`src/rtl/lcr_pkg.sv`:
```
// Constants for the LED channel current register bank
package lcr_pkg;
  // Register addresses on the host port
  localparam logic [7:0] ADDR_CH2_FULL_SCALE = 8'h12;
  localparam logic [7:0] ADDR_CH2_FULL_SCALE_LOWPOWER = 8'h13;
  localparam logic [7:0] ADDR_CH1_CODE_HIGH = 8'h14;
  localparam logic [7:0] ADDR_CH1_CODE_LOW = 8'h15;
  localparam logic [7:0] ADDR_CH1_FULL_SCALE = 8'h16;
  localparam logic [7:0] ADDR_CH1_FULL_SCALE_LOWPOWER = 8'h17;
  localparam logic [7:0] ADDR_CH0_CODE_HIGH = 8'h18;
  localparam logic [7:0] ADDR_CH0_CODE_LOW = 8'h19;
  localparam int unsigned NUM_REGS = 8;
  localparam logic [7:0] ADDR_BASE = 8'h12;
  // Field layout
  localparam int unsigned SCALE_W = 6;
  localparam int unsigned CODE_HI_W = 2;
  localparam int unsigned CODE_W = 10;
  // Reset values
  localparam logic [5:0] SCALE_MAX = 6'h3f;
  localparam logic [5:0] RST_CH2_SCALE = 6'h3f;
  localparam logic [5:0] RST_CH2_SCALE_LP = 6'h3f;
  localparam logic [5:0] RST_CH1_SCALE = 6'h3f;
  localparam logic [5:0] RST_CH1_SCALE_LP = 6'h3f;
  localparam logic [1:0] RST_CODE_HIGH = 2'h0;
  localparam logic [7:0] RST_CODE_LOW = 8'h00;
endpackage

```
`src/rtl/lcr_regs.sv`:
```
// Channel full-scale and current-code register bank
//
// Contract
// RULE_01: Channel 2 normal full-scale code maps linearly; 63 is 2 A, 1 is 228.27 mA.
// RULE_02: Channel 2 normal full-scale field is bits 5..0; bits 7..6 reserved.
// RULE_03: Low-power pin low makes channel 2 use its low-power full-scale register.
// RULE_04: Channel 2 low-power code 1 is 228.27 mA, code 0 is 200 mA.
// RULE_05: Pin low uses channel 1 low-power register; it resets to 63 (2 A).
// RULE_06: Each 10-bit DAC code is high register bits 1..0 above low register.
`timescale 1ns/10ps
`default_nettype none
module lcr_regs (
  // Clock and reset
  input wire logic i_clock,
  input wire logic i_nrst,
  // Host register port, byte wide
  input wire logic i_wr_en,
  input wire logic i_rd_en,
  input wire logic [7:0] i_addr,
  input wire logic [7:0] i_wdata,
  output logic [7:0] o_rdata,
  output logic o_rvalid,
  // Mode pin, active low
  input wire logic i_low_power_select_pin_n,
  // DAC controls
  output logic [5:0] o_ch2_full_scale,
  output logic [5:0] o_ch1_full_scale,
  output logic [9:0] o_ch1_current_code,
  output logic [9:0] o_ch0_current_code
);
  // Reset is synchronous and active low: every scale register returns to the top
  // code and every current code half to zero, so the DACs start at zero current
  // whatever full scale they come up with.

  // Address map, every register byte wide and read/write
  //   0x12: channel 2 full scale, 0x13: channel 2 low-power full scale
  //   0x14, 0x15: channel 1 current code high and low halves
  //   0x16: channel 1 full scale, 0x17: channel 1 low-power full scale
  //   0x18, 0x19: channel 0 current code high and low halves
  // Other addresses are ignored on write and read as zero, so a host walking
  // the wider map never disturbs this bank.
  //
  // Timing at the ports
  //   A write taken on one edge is in its register after that edge; the
  //   selector or join stage copies it on the next edge, so the DAC outputs
  //   change two edges after the write is taken.
  //   A read taken on one edge puts out data and a one-cycle o_rvalid after it;
  //   the data then holds until the next read.
  // The mode pin is taken as synchronous; an off-chip pin needs a synchroniser
  // in front of this bank, which adds its own latency to the one-cycle pin lag.
  // Both channels see the same pin sample, so they never disagree on the mode.

  // Channel counts for the per-channel generate loops
  localparam int unsigned NUM_SCALE_CH = 2;
  localparam int unsigned NUM_CODE_CH = 2;

  // Storage; only defined bits are kept, reserved bits read zero
  logic [5:0] ch2_scale_field_ff;
  logic [5:0] ch2_scale_lp_ff;
  logic [1:0] ch1_code_high_ff;
  logic [7:0] ch1_code_low_ff;
  logic [5:0] ch1_scale_field_ff;
  logic [5:0] ch1_scale_lp_ff;
  logic [1:0] ch0_code_high_ff;
  logic [7:0] ch0_code_low_ff;
  logic [7:0] rdata_ff;
  logic rvalid_ff;
  logic [7:0] nxt_rdata;
  // Per-channel views feeding the generate loops below
  logic [5:0] scale_normal [NUM_SCALE_CH];
  logic [5:0] scale_lowpower [NUM_SCALE_CH];
  logic [5:0] scale_out [NUM_SCALE_CH];
  logic [1:0] code_high [NUM_CODE_CH];
  logic [7:0] code_low [NUM_CODE_CH];
  logic [9:0] code_out [NUM_CODE_CH];

  // Channel 2 full-scale registers
  // Both are kept whatever the pin says, so software can preload the low-power value
  // RULE_02: six-bit field only
  always_ff @(posedge i_clock) begin
    if (!i_nrst) begin
      ch2_scale_field_ff <= lcr_pkg::RST_CH2_SCALE;
      ch2_scale_lp_ff <= lcr_pkg::RST_CH2_SCALE_LP;
    end else if (i_wr_en) begin
      if (i_addr == lcr_pkg::ADDR_CH2_FULL_SCALE) begin
        ch2_scale_field_ff <= i_wdata[5:0];
      end
      // RULE_04: code 0 allowed, 200 mA
      if (i_addr == lcr_pkg::ADDR_CH2_FULL_SCALE_LOWPOWER) begin
        ch2_scale_lp_ff <= i_wdata[5:0];
      end
    end
  end

  // Channel 1 full-scale registers
  // Same split as channel 2; the pin only chooses which one reaches the DAC
  // RULE_05: low-power resets to maximum
  always_ff @(posedge i_clock) begin
    if (!i_nrst) begin
      ch1_scale_field_ff <= lcr_pkg::RST_CH1_SCALE;
      ch1_scale_lp_ff <= lcr_pkg::RST_CH1_SCALE_LP;
    end else if (i_wr_en) begin
      if (i_addr == lcr_pkg::ADDR_CH1_FULL_SCALE) begin
        ch1_scale_field_ff <= i_wdata[5:0];
      end
      if (i_addr == lcr_pkg::ADDR_CH1_FULL_SCALE_LOWPOWER) begin
        ch1_scale_lp_ff <= i_wdata[5:0];
      end
    end
  end

  // Current code halves for channels 1 and 0
  // High halves keep only bits 1..0; the upper six bits of a write are dropped
  // Each half is written on its own; there is no staging of the pair
  always_ff @(posedge i_clock) begin
    if (!i_nrst) begin
      ch1_code_high_ff <= lcr_pkg::RST_CODE_HIGH;
      ch1_code_low_ff <= lcr_pkg::RST_CODE_LOW;
      ch0_code_high_ff <= lcr_pkg::RST_CODE_HIGH;
      ch0_code_low_ff <= lcr_pkg::RST_CODE_LOW;
    end else if (i_wr_en) begin
      case (i_addr)
        lcr_pkg::ADDR_CH1_CODE_HIGH: begin
          ch1_code_high_ff <= i_wdata[1:0];
        end
        lcr_pkg::ADDR_CH1_CODE_LOW: begin
          ch1_code_low_ff <= i_wdata;
        end
        lcr_pkg::ADDR_CH0_CODE_HIGH: begin
          ch0_code_high_ff <= i_wdata[1:0];
        end
        lcr_pkg::ADDR_CH0_CODE_LOW: begin
          ch0_code_low_ff <= i_wdata;
        end
        default: begin
        end
      endcase
    end
  end

  // Per-channel code halves; index 0 is channel 1, index 1 is channel 0
  assign code_high[0] = ch1_code_high_ff;
  assign code_low[0] = ch1_code_low_ff;
  assign code_high[1] = ch0_code_high_ff;
  assign code_low[1] = ch0_code_low_ff;

  // RULE_06: join high and low parts
  // Halves update independently and there is no shadow copy, so a DAC sees a mixed
  // code between the two writes; a host needing a clean step changes one half only
  for (genvar ch = 0; ch < NUM_CODE_CH; ch++) begin : g_code
    logic [9:0] code_ff;
    // Registered join keeps every DAC code output straight from a flip-flop
    // and gives the code the same two-edge latency as the full scale
    always_ff @(posedge i_clock) begin
      if (!i_nrst) begin
        code_ff <= {lcr_pkg::RST_CODE_HIGH, lcr_pkg::RST_CODE_LOW};
      end else begin
        code_ff <= {code_high[ch], code_low[ch]};
      end
    end
    assign code_out[ch] = code_ff;
  end

  // Read mux; unmapped addresses read zero
  // Reads have no side effects, so a host may poll any register freely
  always_comb begin
    nxt_rdata = 8'h00;
    case (i_addr)
      lcr_pkg::ADDR_CH2_FULL_SCALE: nxt_rdata = {2'h0, ch2_scale_field_ff};
      lcr_pkg::ADDR_CH2_FULL_SCALE_LOWPOWER: nxt_rdata = {2'h0, ch2_scale_lp_ff};
      lcr_pkg::ADDR_CH1_CODE_HIGH: nxt_rdata = {6'h00, ch1_code_high_ff};
      lcr_pkg::ADDR_CH1_CODE_LOW: nxt_rdata = ch1_code_low_ff;
      lcr_pkg::ADDR_CH1_FULL_SCALE: nxt_rdata = {2'h0, ch1_scale_field_ff};
      lcr_pkg::ADDR_CH1_FULL_SCALE_LOWPOWER: nxt_rdata = {2'h0, ch1_scale_lp_ff};
      lcr_pkg::ADDR_CH0_CODE_HIGH: nxt_rdata = {6'h00, ch0_code_high_ff};
      lcr_pkg::ADDR_CH0_CODE_LOW: nxt_rdata = ch0_code_low_ff;
      default: nxt_rdata = 8'h00;
    endcase
  end

  // Read data registered; held until next read
  // Holding the data lets a slow host sample it well after the valid pulse
  always_ff @(posedge i_clock) begin
    if (!i_nrst) begin
      rdata_ff <= 8'h00;
      rvalid_ff <= 1'b0;
    end else begin
      rvalid_ff <= i_rd_en;
      if (i_rd_en) begin
        rdata_ff <= nxt_rdata;
      end
    end
  end

  // Per-channel full-scale sources; index 0 is channel 2, index 1 is channel 1
  assign scale_normal[0] = ch2_scale_field_ff;
  assign scale_lowpower[0] = ch2_scale_lp_ff;
  assign scale_normal[1] = ch1_scale_field_ff;
  assign scale_lowpower[1] = ch1_scale_lp_ff;

  // RULE_01: raw code, linear outside
  // RULE_05: channel 1 low-power selection
  // One pin steers both channels, so they switch full scale on the same clock edge
  for (genvar ch = 0; ch < NUM_SCALE_CH; ch++) begin : g_scale
    lcr_scale_select u_sel (
      .i_clock(i_clock),
      .i_nrst(i_nrst),
      .i_low_power_select_pin_n(i_low_power_select_pin_n),
      .i_scale_normal(scale_normal[ch]),
      .i_scale_lowpower(scale_lowpower[ch]),
      .o_scale(scale_out[ch])
    );
  end

  // Outputs; each traces back to a flip-flop in a selector, join or read stage
  assign o_rdata = rdata_ff;
  assign o_rvalid = rvalid_ff;
  assign o_ch2_full_scale = scale_out[0];
  assign o_ch1_full_scale = scale_out[1];
  assign o_ch1_current_code = code_out[0];
  assign o_ch0_current_code = code_out[1];
endmodule
`default_nettype wire

```
`src/rtl/lcr_scale_select.sv`:
```
// Full-scale selector between normal and low-power register
`timescale 1ns/10ps
`default_nettype none
module lcr_scale_select (
  // Clock and reset
  input wire logic i_clock,
  input wire logic i_nrst,
  // Selection
  input wire logic i_low_power_select_pin_n,
  input wire logic [5:0] i_scale_normal,
  input wire logic [5:0] i_scale_lowpower,
  // Result
  output logic [5:0] o_scale
);
  logic [5:0] scale_ff;
  // RULE_03: low pin selects low-power
  // Registered so the DAC sees a clean code, one cycle after pin or register change
  always_ff @(posedge i_clock) begin
    if (!i_nrst) begin
      scale_ff <= lcr_pkg::SCALE_MAX;
    end else if (!i_low_power_select_pin_n) begin
      scale_ff <= i_scale_lowpower;
    end else begin
      scale_ff <= i_scale_normal;
    end
  end
  assign o_scale = scale_ff;
endmodule
`default_nettype wire

```
`config.mk`:
```
export PLATFORM = sky130hd
export DESIGN_NAME = lcr_regs
export DESIGN_NICKNAME = d
export VERILOG_FILES = /design/src/rtl/lcr_pkg.sv /design/src/rtl/lcr_regs.sv /design/src/rtl/lcr_scale_select.sv
export SDC_FILE = /design/constraint.sdc
export NUM_CORES = 1
export LEC_CHECK = 0
export BUFFER_PORTS_ARGS = -buffer_cell sky130_fd_sc_hd__buf_2
export CORE_MARGIN = 1.5
export CORE_UTILIZATION = 50
export CTS_CLUSTER_DIAMETER = 30
export CTS_CLUSTER_SIZE = 14
export DETAILED_ROUTE_END_ITERATION = 6
export GPL_TIMING_DRIVEN = 0
export PLACE_DENSITY_LB_ADDON = 0.25
export REMOVE_ABC_BUFFERS = 1
export SLEW_MARGIN = 20
export SYNTH_ARGS = -nofsm -noshare
export SYNTH_HDL_FRONTEND = slang
export SYNTH_SLANG_ARGS = --single-unit
```
`constraint.sdc`:
```
create_clock -name i_clock -period 1.2 [get_ports i_clock]
set_input_delay 0.12 -clock i_clock [delete_from_list [all_inputs] [get_ports i_clock]]
set_output_delay 0.12 -clock i_clock [all_outputs]
set_load 0.05 [all_outputs]
```
Yosys cells after proc, flatten, opt, wreduce, memory -nomap -nowiden --
Cells that the tools add are included.
Word-level totals: bits of input ports 21, word-level logic and storage cells 33, ROM bits 0, output and inout bits 41, bits in latches 0, memories kept 0, bits in registers 85, bits in writable memories 0
Cells by class: shift operators 0, reduce and logical (&&, ||, !) cells 8, equal/unequal tests 8, div/mod/pow operators 0, multiplexer cells 3, add/sub/neg operators 0, multiply operators 0, magnitude comparators 0, bitwise operators 0
Operator list (count):
- == test 8 x 5 -> 1 bit (second input constant) | 8
- one-hot mux 8 bit (8 select lines) | 1
- AND reduction 2 bit | 8
- 2-to-1 mux 6 bit | 2

Logic depth before layout (Yosys ltp) --
depth after elaboration 2, gate-level depth with buffers 6, mapped depth without buffers 3

By module --
From an unflattened synthesis, not the netlist that was laid out.
Second synthesis, totals: cell total of the unflattened synthesis 321, area total of the unflattened synthesis 3403.3 µm²
By module, submodules not included:
- lcr_regs | area each 2975.4 µm², cells an instance 283, sequential area each 1461.4 µm², instances 1
- lcr_scale_select | area each 214.0 µm², cells an instance 19, sequential area each 120.1 µm², instances 2

Worst setup path before layout --
No wires, ideal clock.
path type input to register, from in i_addr[0], to reg rdata_ff[1], in the netlist o_rdata[1], data arrival time 1.177 ns, setup slack -0.111 ns, required time 1.066 ns, setup time 0.134 ns, cell stages on the path 5, path buffers 2, cell sequence buf_4 > buf_2 > mux2_2 > a221oi_1 > a211oi_1
Between the ends: cells in the longest elaborated chain, start to end 2, elaborated cells on any way between the ends 9, those cells by class eq/ne (8); mux (1)
RTL lines:
- start, declared | line lcr_regs.sv:19 | input wire logic [7:0] i_addr,
- == test 8 x 5 -> 1 bit | line lcr_regs.sv:168 | case (i_addr)
- one-hot mux 8 bit (8 select lines) * | line lcr_regs.sv:168
- end signal, assigned | line lcr_regs.sv:190 | rdata_ff <= nxt_rdata;
- end, declared | line lcr_regs.sv:66 | logic [7:0] rdata_ff;
Mark *: on every way between the ends. The rest lies on a longest branch, timed or not. A chain may end at the register's enable or synchronous reset.

Final worst setup path --
from reg rdata_ff[4], in the netlist o_rdata[4], to out o_rdata[4]
RTL lines:
- end, declared | line lcr_regs.sv:21 | output logic [7:0] o_rdata,
No word-level cell between the ends.

==> qor.csv <==
stage;metric;value;unit
setup_path;WS Path Type;register to primary output;
sta;min Tclk post-route;1.14;ns
worst_hold_path;hold endpoint;ch1_code_low_ff[6]$_SDFFE_PN0P_;
synthesis;mapped cell area;3530;um2
setup_path;crit path capture type;primary output;
synthesis;largest family of logic cells by synthesized area;simple AND/OR/NAND/NOR gates;
synthesis;Syn Area/Cell;9.86;um2
synthesis;Synth Instances;358;
synthesis;number of synthesized register bits;85;
sta;Tightest Pin Transition;0.564;ns
floorplan;Placeable Area;6790;um2
floorplan;Die Ht;87.0;um
synthesis;area leader, netlist;dfxtp_1;
final_layout;# diodes;0;
cts;CTS Buffer Depth;2;
synthesis;post-synthesis mux area share;0.176;
setup_path;Max FO, Critical Path;3;
floorplan;initial core utilization;0.520;
floorplan;Boundary Pins;62;
route;Initial DRC Count;205;
setup_path;CP startpoint kind;register;
synthesis;ys async rst share;0;
cts;Sink Count;85;
setup_path;Crit path depth;1;
synthesis;area share of the largest cell type after synthesis;0.482;
grt;vias in the first global route;2522;
synthesis;Synth Area in XOR/XNOR;0;
grt;first-pass GRT wire length;12.4;mm
place;DP HPWL;5.04;mm
place;Post-Place Setup Slack;-1.19;ns
setup_path;CP Data Required Time;1.08;ns
worst_hold_path;hold path start;i_wdata[6];
cts;hold_buf cts;0;
synthesis;Yosys warning total;0;
sta;setup ws final;0.0616;ns
sta;Sum Neg Setup Slack;0;ns
setup_path;Crit path largest cell delay;0.38;ns
floorplan;DIE WIDTH;87.0;um
sta;clock skew;0.00794;ns
cts;TritonCTS clock tree;yes;
synthesis;Post-synth EDFFs;0;
synthesis;synth top area cells;dfxtp_1, mux2i_1, nand2_1, mux4_2, and3b_1;
power;Total Power;0.00542;W
synthesis;sequential share of the synthesized area;0.482;
setup_path;worst path cell trace;buf_2;
grt;largest net degree at the start of global routing;55;
synthesis;Synth Flop Type;dfxtp_1;
cts;Skew-Pair Late Insertion Delay;0.36;ns
place;Placed Instance Area;3850;um2
synthesis;Post-Synth Simple-Gate Area;0.202;
sta;worst relative slew slack;0.624;
route;# DRC;0;
setup_path;CP max stage cell;dfxtp_1;
final_layout;final net count;426;
grt;gr ovfl total;0;
setup_path;crit path buf inv count;1;
grt;gr usage total;0.215;
floorplan;Die Area;7580;um2
worst_hold_path;hold path cells;3;
synthesis;most common cell in the synthesized netlist;dfxtp_1;
cts;htree depth;3;
setup_path;crit-path leading delay family;flip-flops;
power;Max IR drop VDD;626;uV
route;ANT nets after route;0;
floorplan;site row count;30;
grt;initial antenna violation count;0;
power;leakage;1.99;nW
setup_path;RR Endpoint;o_rdata[1]$_SDFFE_PN0P_;
setup_path;RR Startpoint;ch2_scale_field_ff[1]$_SDFFE_PN1P_;
final_layout;layout cells sized above 1;0.246;
place;gpl congestion;0.784;
sta;count of final hold-check violations;0;
final_layout;# fillers;565;
setup_path;reg2reg path depth;3;
job;Max Cap Violations;0;
synthesis;compound-cell area share of the yosys netlist;0.0808;
route;final WL;7.83;mm
outcome;status;finished, final reports clean;
sta;fin crit share;0.949;
cts;CTS root buf;clkbuf_8;
synthesis;post-synthesis adder-cell area fraction;0;
sta;FMAX;878;MHz
sta;count of final setup violators;0;
route;TritonRoute pass-1 iters;4;
cts;clk slew on worst S/H paths;0.08;ns
setup_path;Worst EP arrival;1.02;ns
cts;Inserted Clock Buffers;9;
place;number of port buffers;61;
final_layout;design area;4170;um2
setup_path;R2R setup slack;0.08;ns
route;routed vias/inst;5.40;
power;power density over the cells;1300;nW/um2
synthesis;top cells by count, synth;dfxtp_1, nand2_1, mux2i_1;
synthesis;Cell variety after synth;36;
sta;Max Slew Vio Count;0;
final_layout;Area Growth Syn to Fin;18.0;%
route;Wirelength per Cell;15.5;um
worst_hold_path;Worst Hold Class;primary input to register;
route;via count;2734;
sta;hold_ws;0.0305;ns
## cell type report
class	instances	area [um2]	area share
clock inverters	4	70.1	0.0168
well taps	96	120	0.0288
multi-input cells	222	1680	0.404
flip-flops and latches	85	1700	0.409
inverters	22	85.1	0.0204
repair buffers	65	350	0.0841
clock buffers	12	155	0.0372
## state kept, by name (all words and copies together) (netlist names)
| name | cells |
|---|---|
| o_rvalid | 1 |
| ch1_scale_field_ff | 6 |
| o_ch0_current_code | 10 |
| ch1_scale_lp_ff | 6 |
| ch2_scale_lp_ff | 6 |
| ch1_code_high_ff | 2 |
| o_rdata | 8 |
| ch0_code_high_ff | 2 |
| ch2_scale_field_ff | 6 |
| o_ch1_current_code | 10 |
| ch0_code_low_ff | 8 |
| g_scale.u_sel.o_scale | 12 |
| ch1_code_low_ff | 8 |
## logic make-up (layout without fill, tap and decap cells)
| kind of cell | count (synthesis) | after routing |
|---|---|---|
| AOI/OAI and AO/OA | 41 | 41 |
| buffers and inverters | 51 | 103 |
| DFF | 85 | 85 |
| muxes | 54 | 54 |
| and+or+nand+nor | 127 | 127 |
## how the worst max path moves through the flow
stage                                       start                            endpoint  slack (ns)
final                     o_rdata[4]$_SDFFE_PN0P_                          o_rdata[4]        0.06
after global routing                    i_addr[6]     ch1_scale_lp_ff[1]$_SDFFE_PN1P_      -0.002
after CTS                               i_addr[6]  ch1_scale_field_ff[4]$_SDFFE_PN1P_        0.01
after detailed placement                   i_nrst     ch1_scale_lp_ff[1]$_SDFFE_PN1P_       -1.19
after global placement                  i_addr[5]     ch0_code_low_ff[6]$_SDFFE_PN0P_       -1.30
after floorplan                         i_addr[5]     ch0_code_low_ff[0]$_SDFFE_PN0P_       -0.53
## placed cells by master (no fill, tap or decap), drive strengths merged, types with 2 or more instances in the layout
| cell type | n |
|---|---|
| dfxtp | 85 |
| buf | 64 |
| nand2 | 46 |
| mux2i | 44 |
| inv | 22 |
| nor2 | 19 |
| and3b | 13 |
| clkbuf | 13 |
| o21ai | 11 |
| nand4 | 11 |
| nor2b | 10 |
| nand2b | 6 |
| mux4 | 6 |
| a41oi | 6 |
| o31ai | 6 |
| nand3 | 6 |
| nor4 | 6 |
| a31oi | 6 |
| a311oi | 4 |
| mux2 | 4 |
| nor3b | 3 |
| o2111ai | 2 |
| a21oi | 2 |
| a211oi | 2 |
| clkinv | 2 |
| bufinv | 2 |
| a221oi | 2 |
## through the flow
step	utilization	std cells
6_report	0.613	506
3_3_place_gp	0.564	486
2_1_floorplan	-	329
3_5_place_dp	0.567	488
4_1_cts	0.608	505
5_1_grt	0.613	506
## worst register-to-register path: cells and delay by family (launching register included)
family	cells	cell delay (ns)
mux	1	0.26
compound gates	2	0.43
flops	1	0.33
## layer usage
layer	routed length [um]	vias to the layer above	GRT usage
met4	119	0	0.0924
met1	3640	1293	0.292
met2	3640	84	0.330
met3	426	10	0.0464
met5	0	-	0
li1	-	1347	-
## repair_timing
| item | CTS | global route |
|---|---|---|
| setup buffers | 1 | 1 |
| cloned | 0 | 0 |
| pin swaps | 1 | 1 |
| resized for setup | 11 | 5 |
| endpoints found under the setup margin | 52 | 37 |
## power by group
part | switching, W | internal [W]
registers | 0.00000203 | 0.00282
clock network | 0.000979 | 0.00128
logic | 0.000230 | 0.000104
total | 0.00121 | 0.00421
No activity file was read; power rests on OpenSTA's default activity.
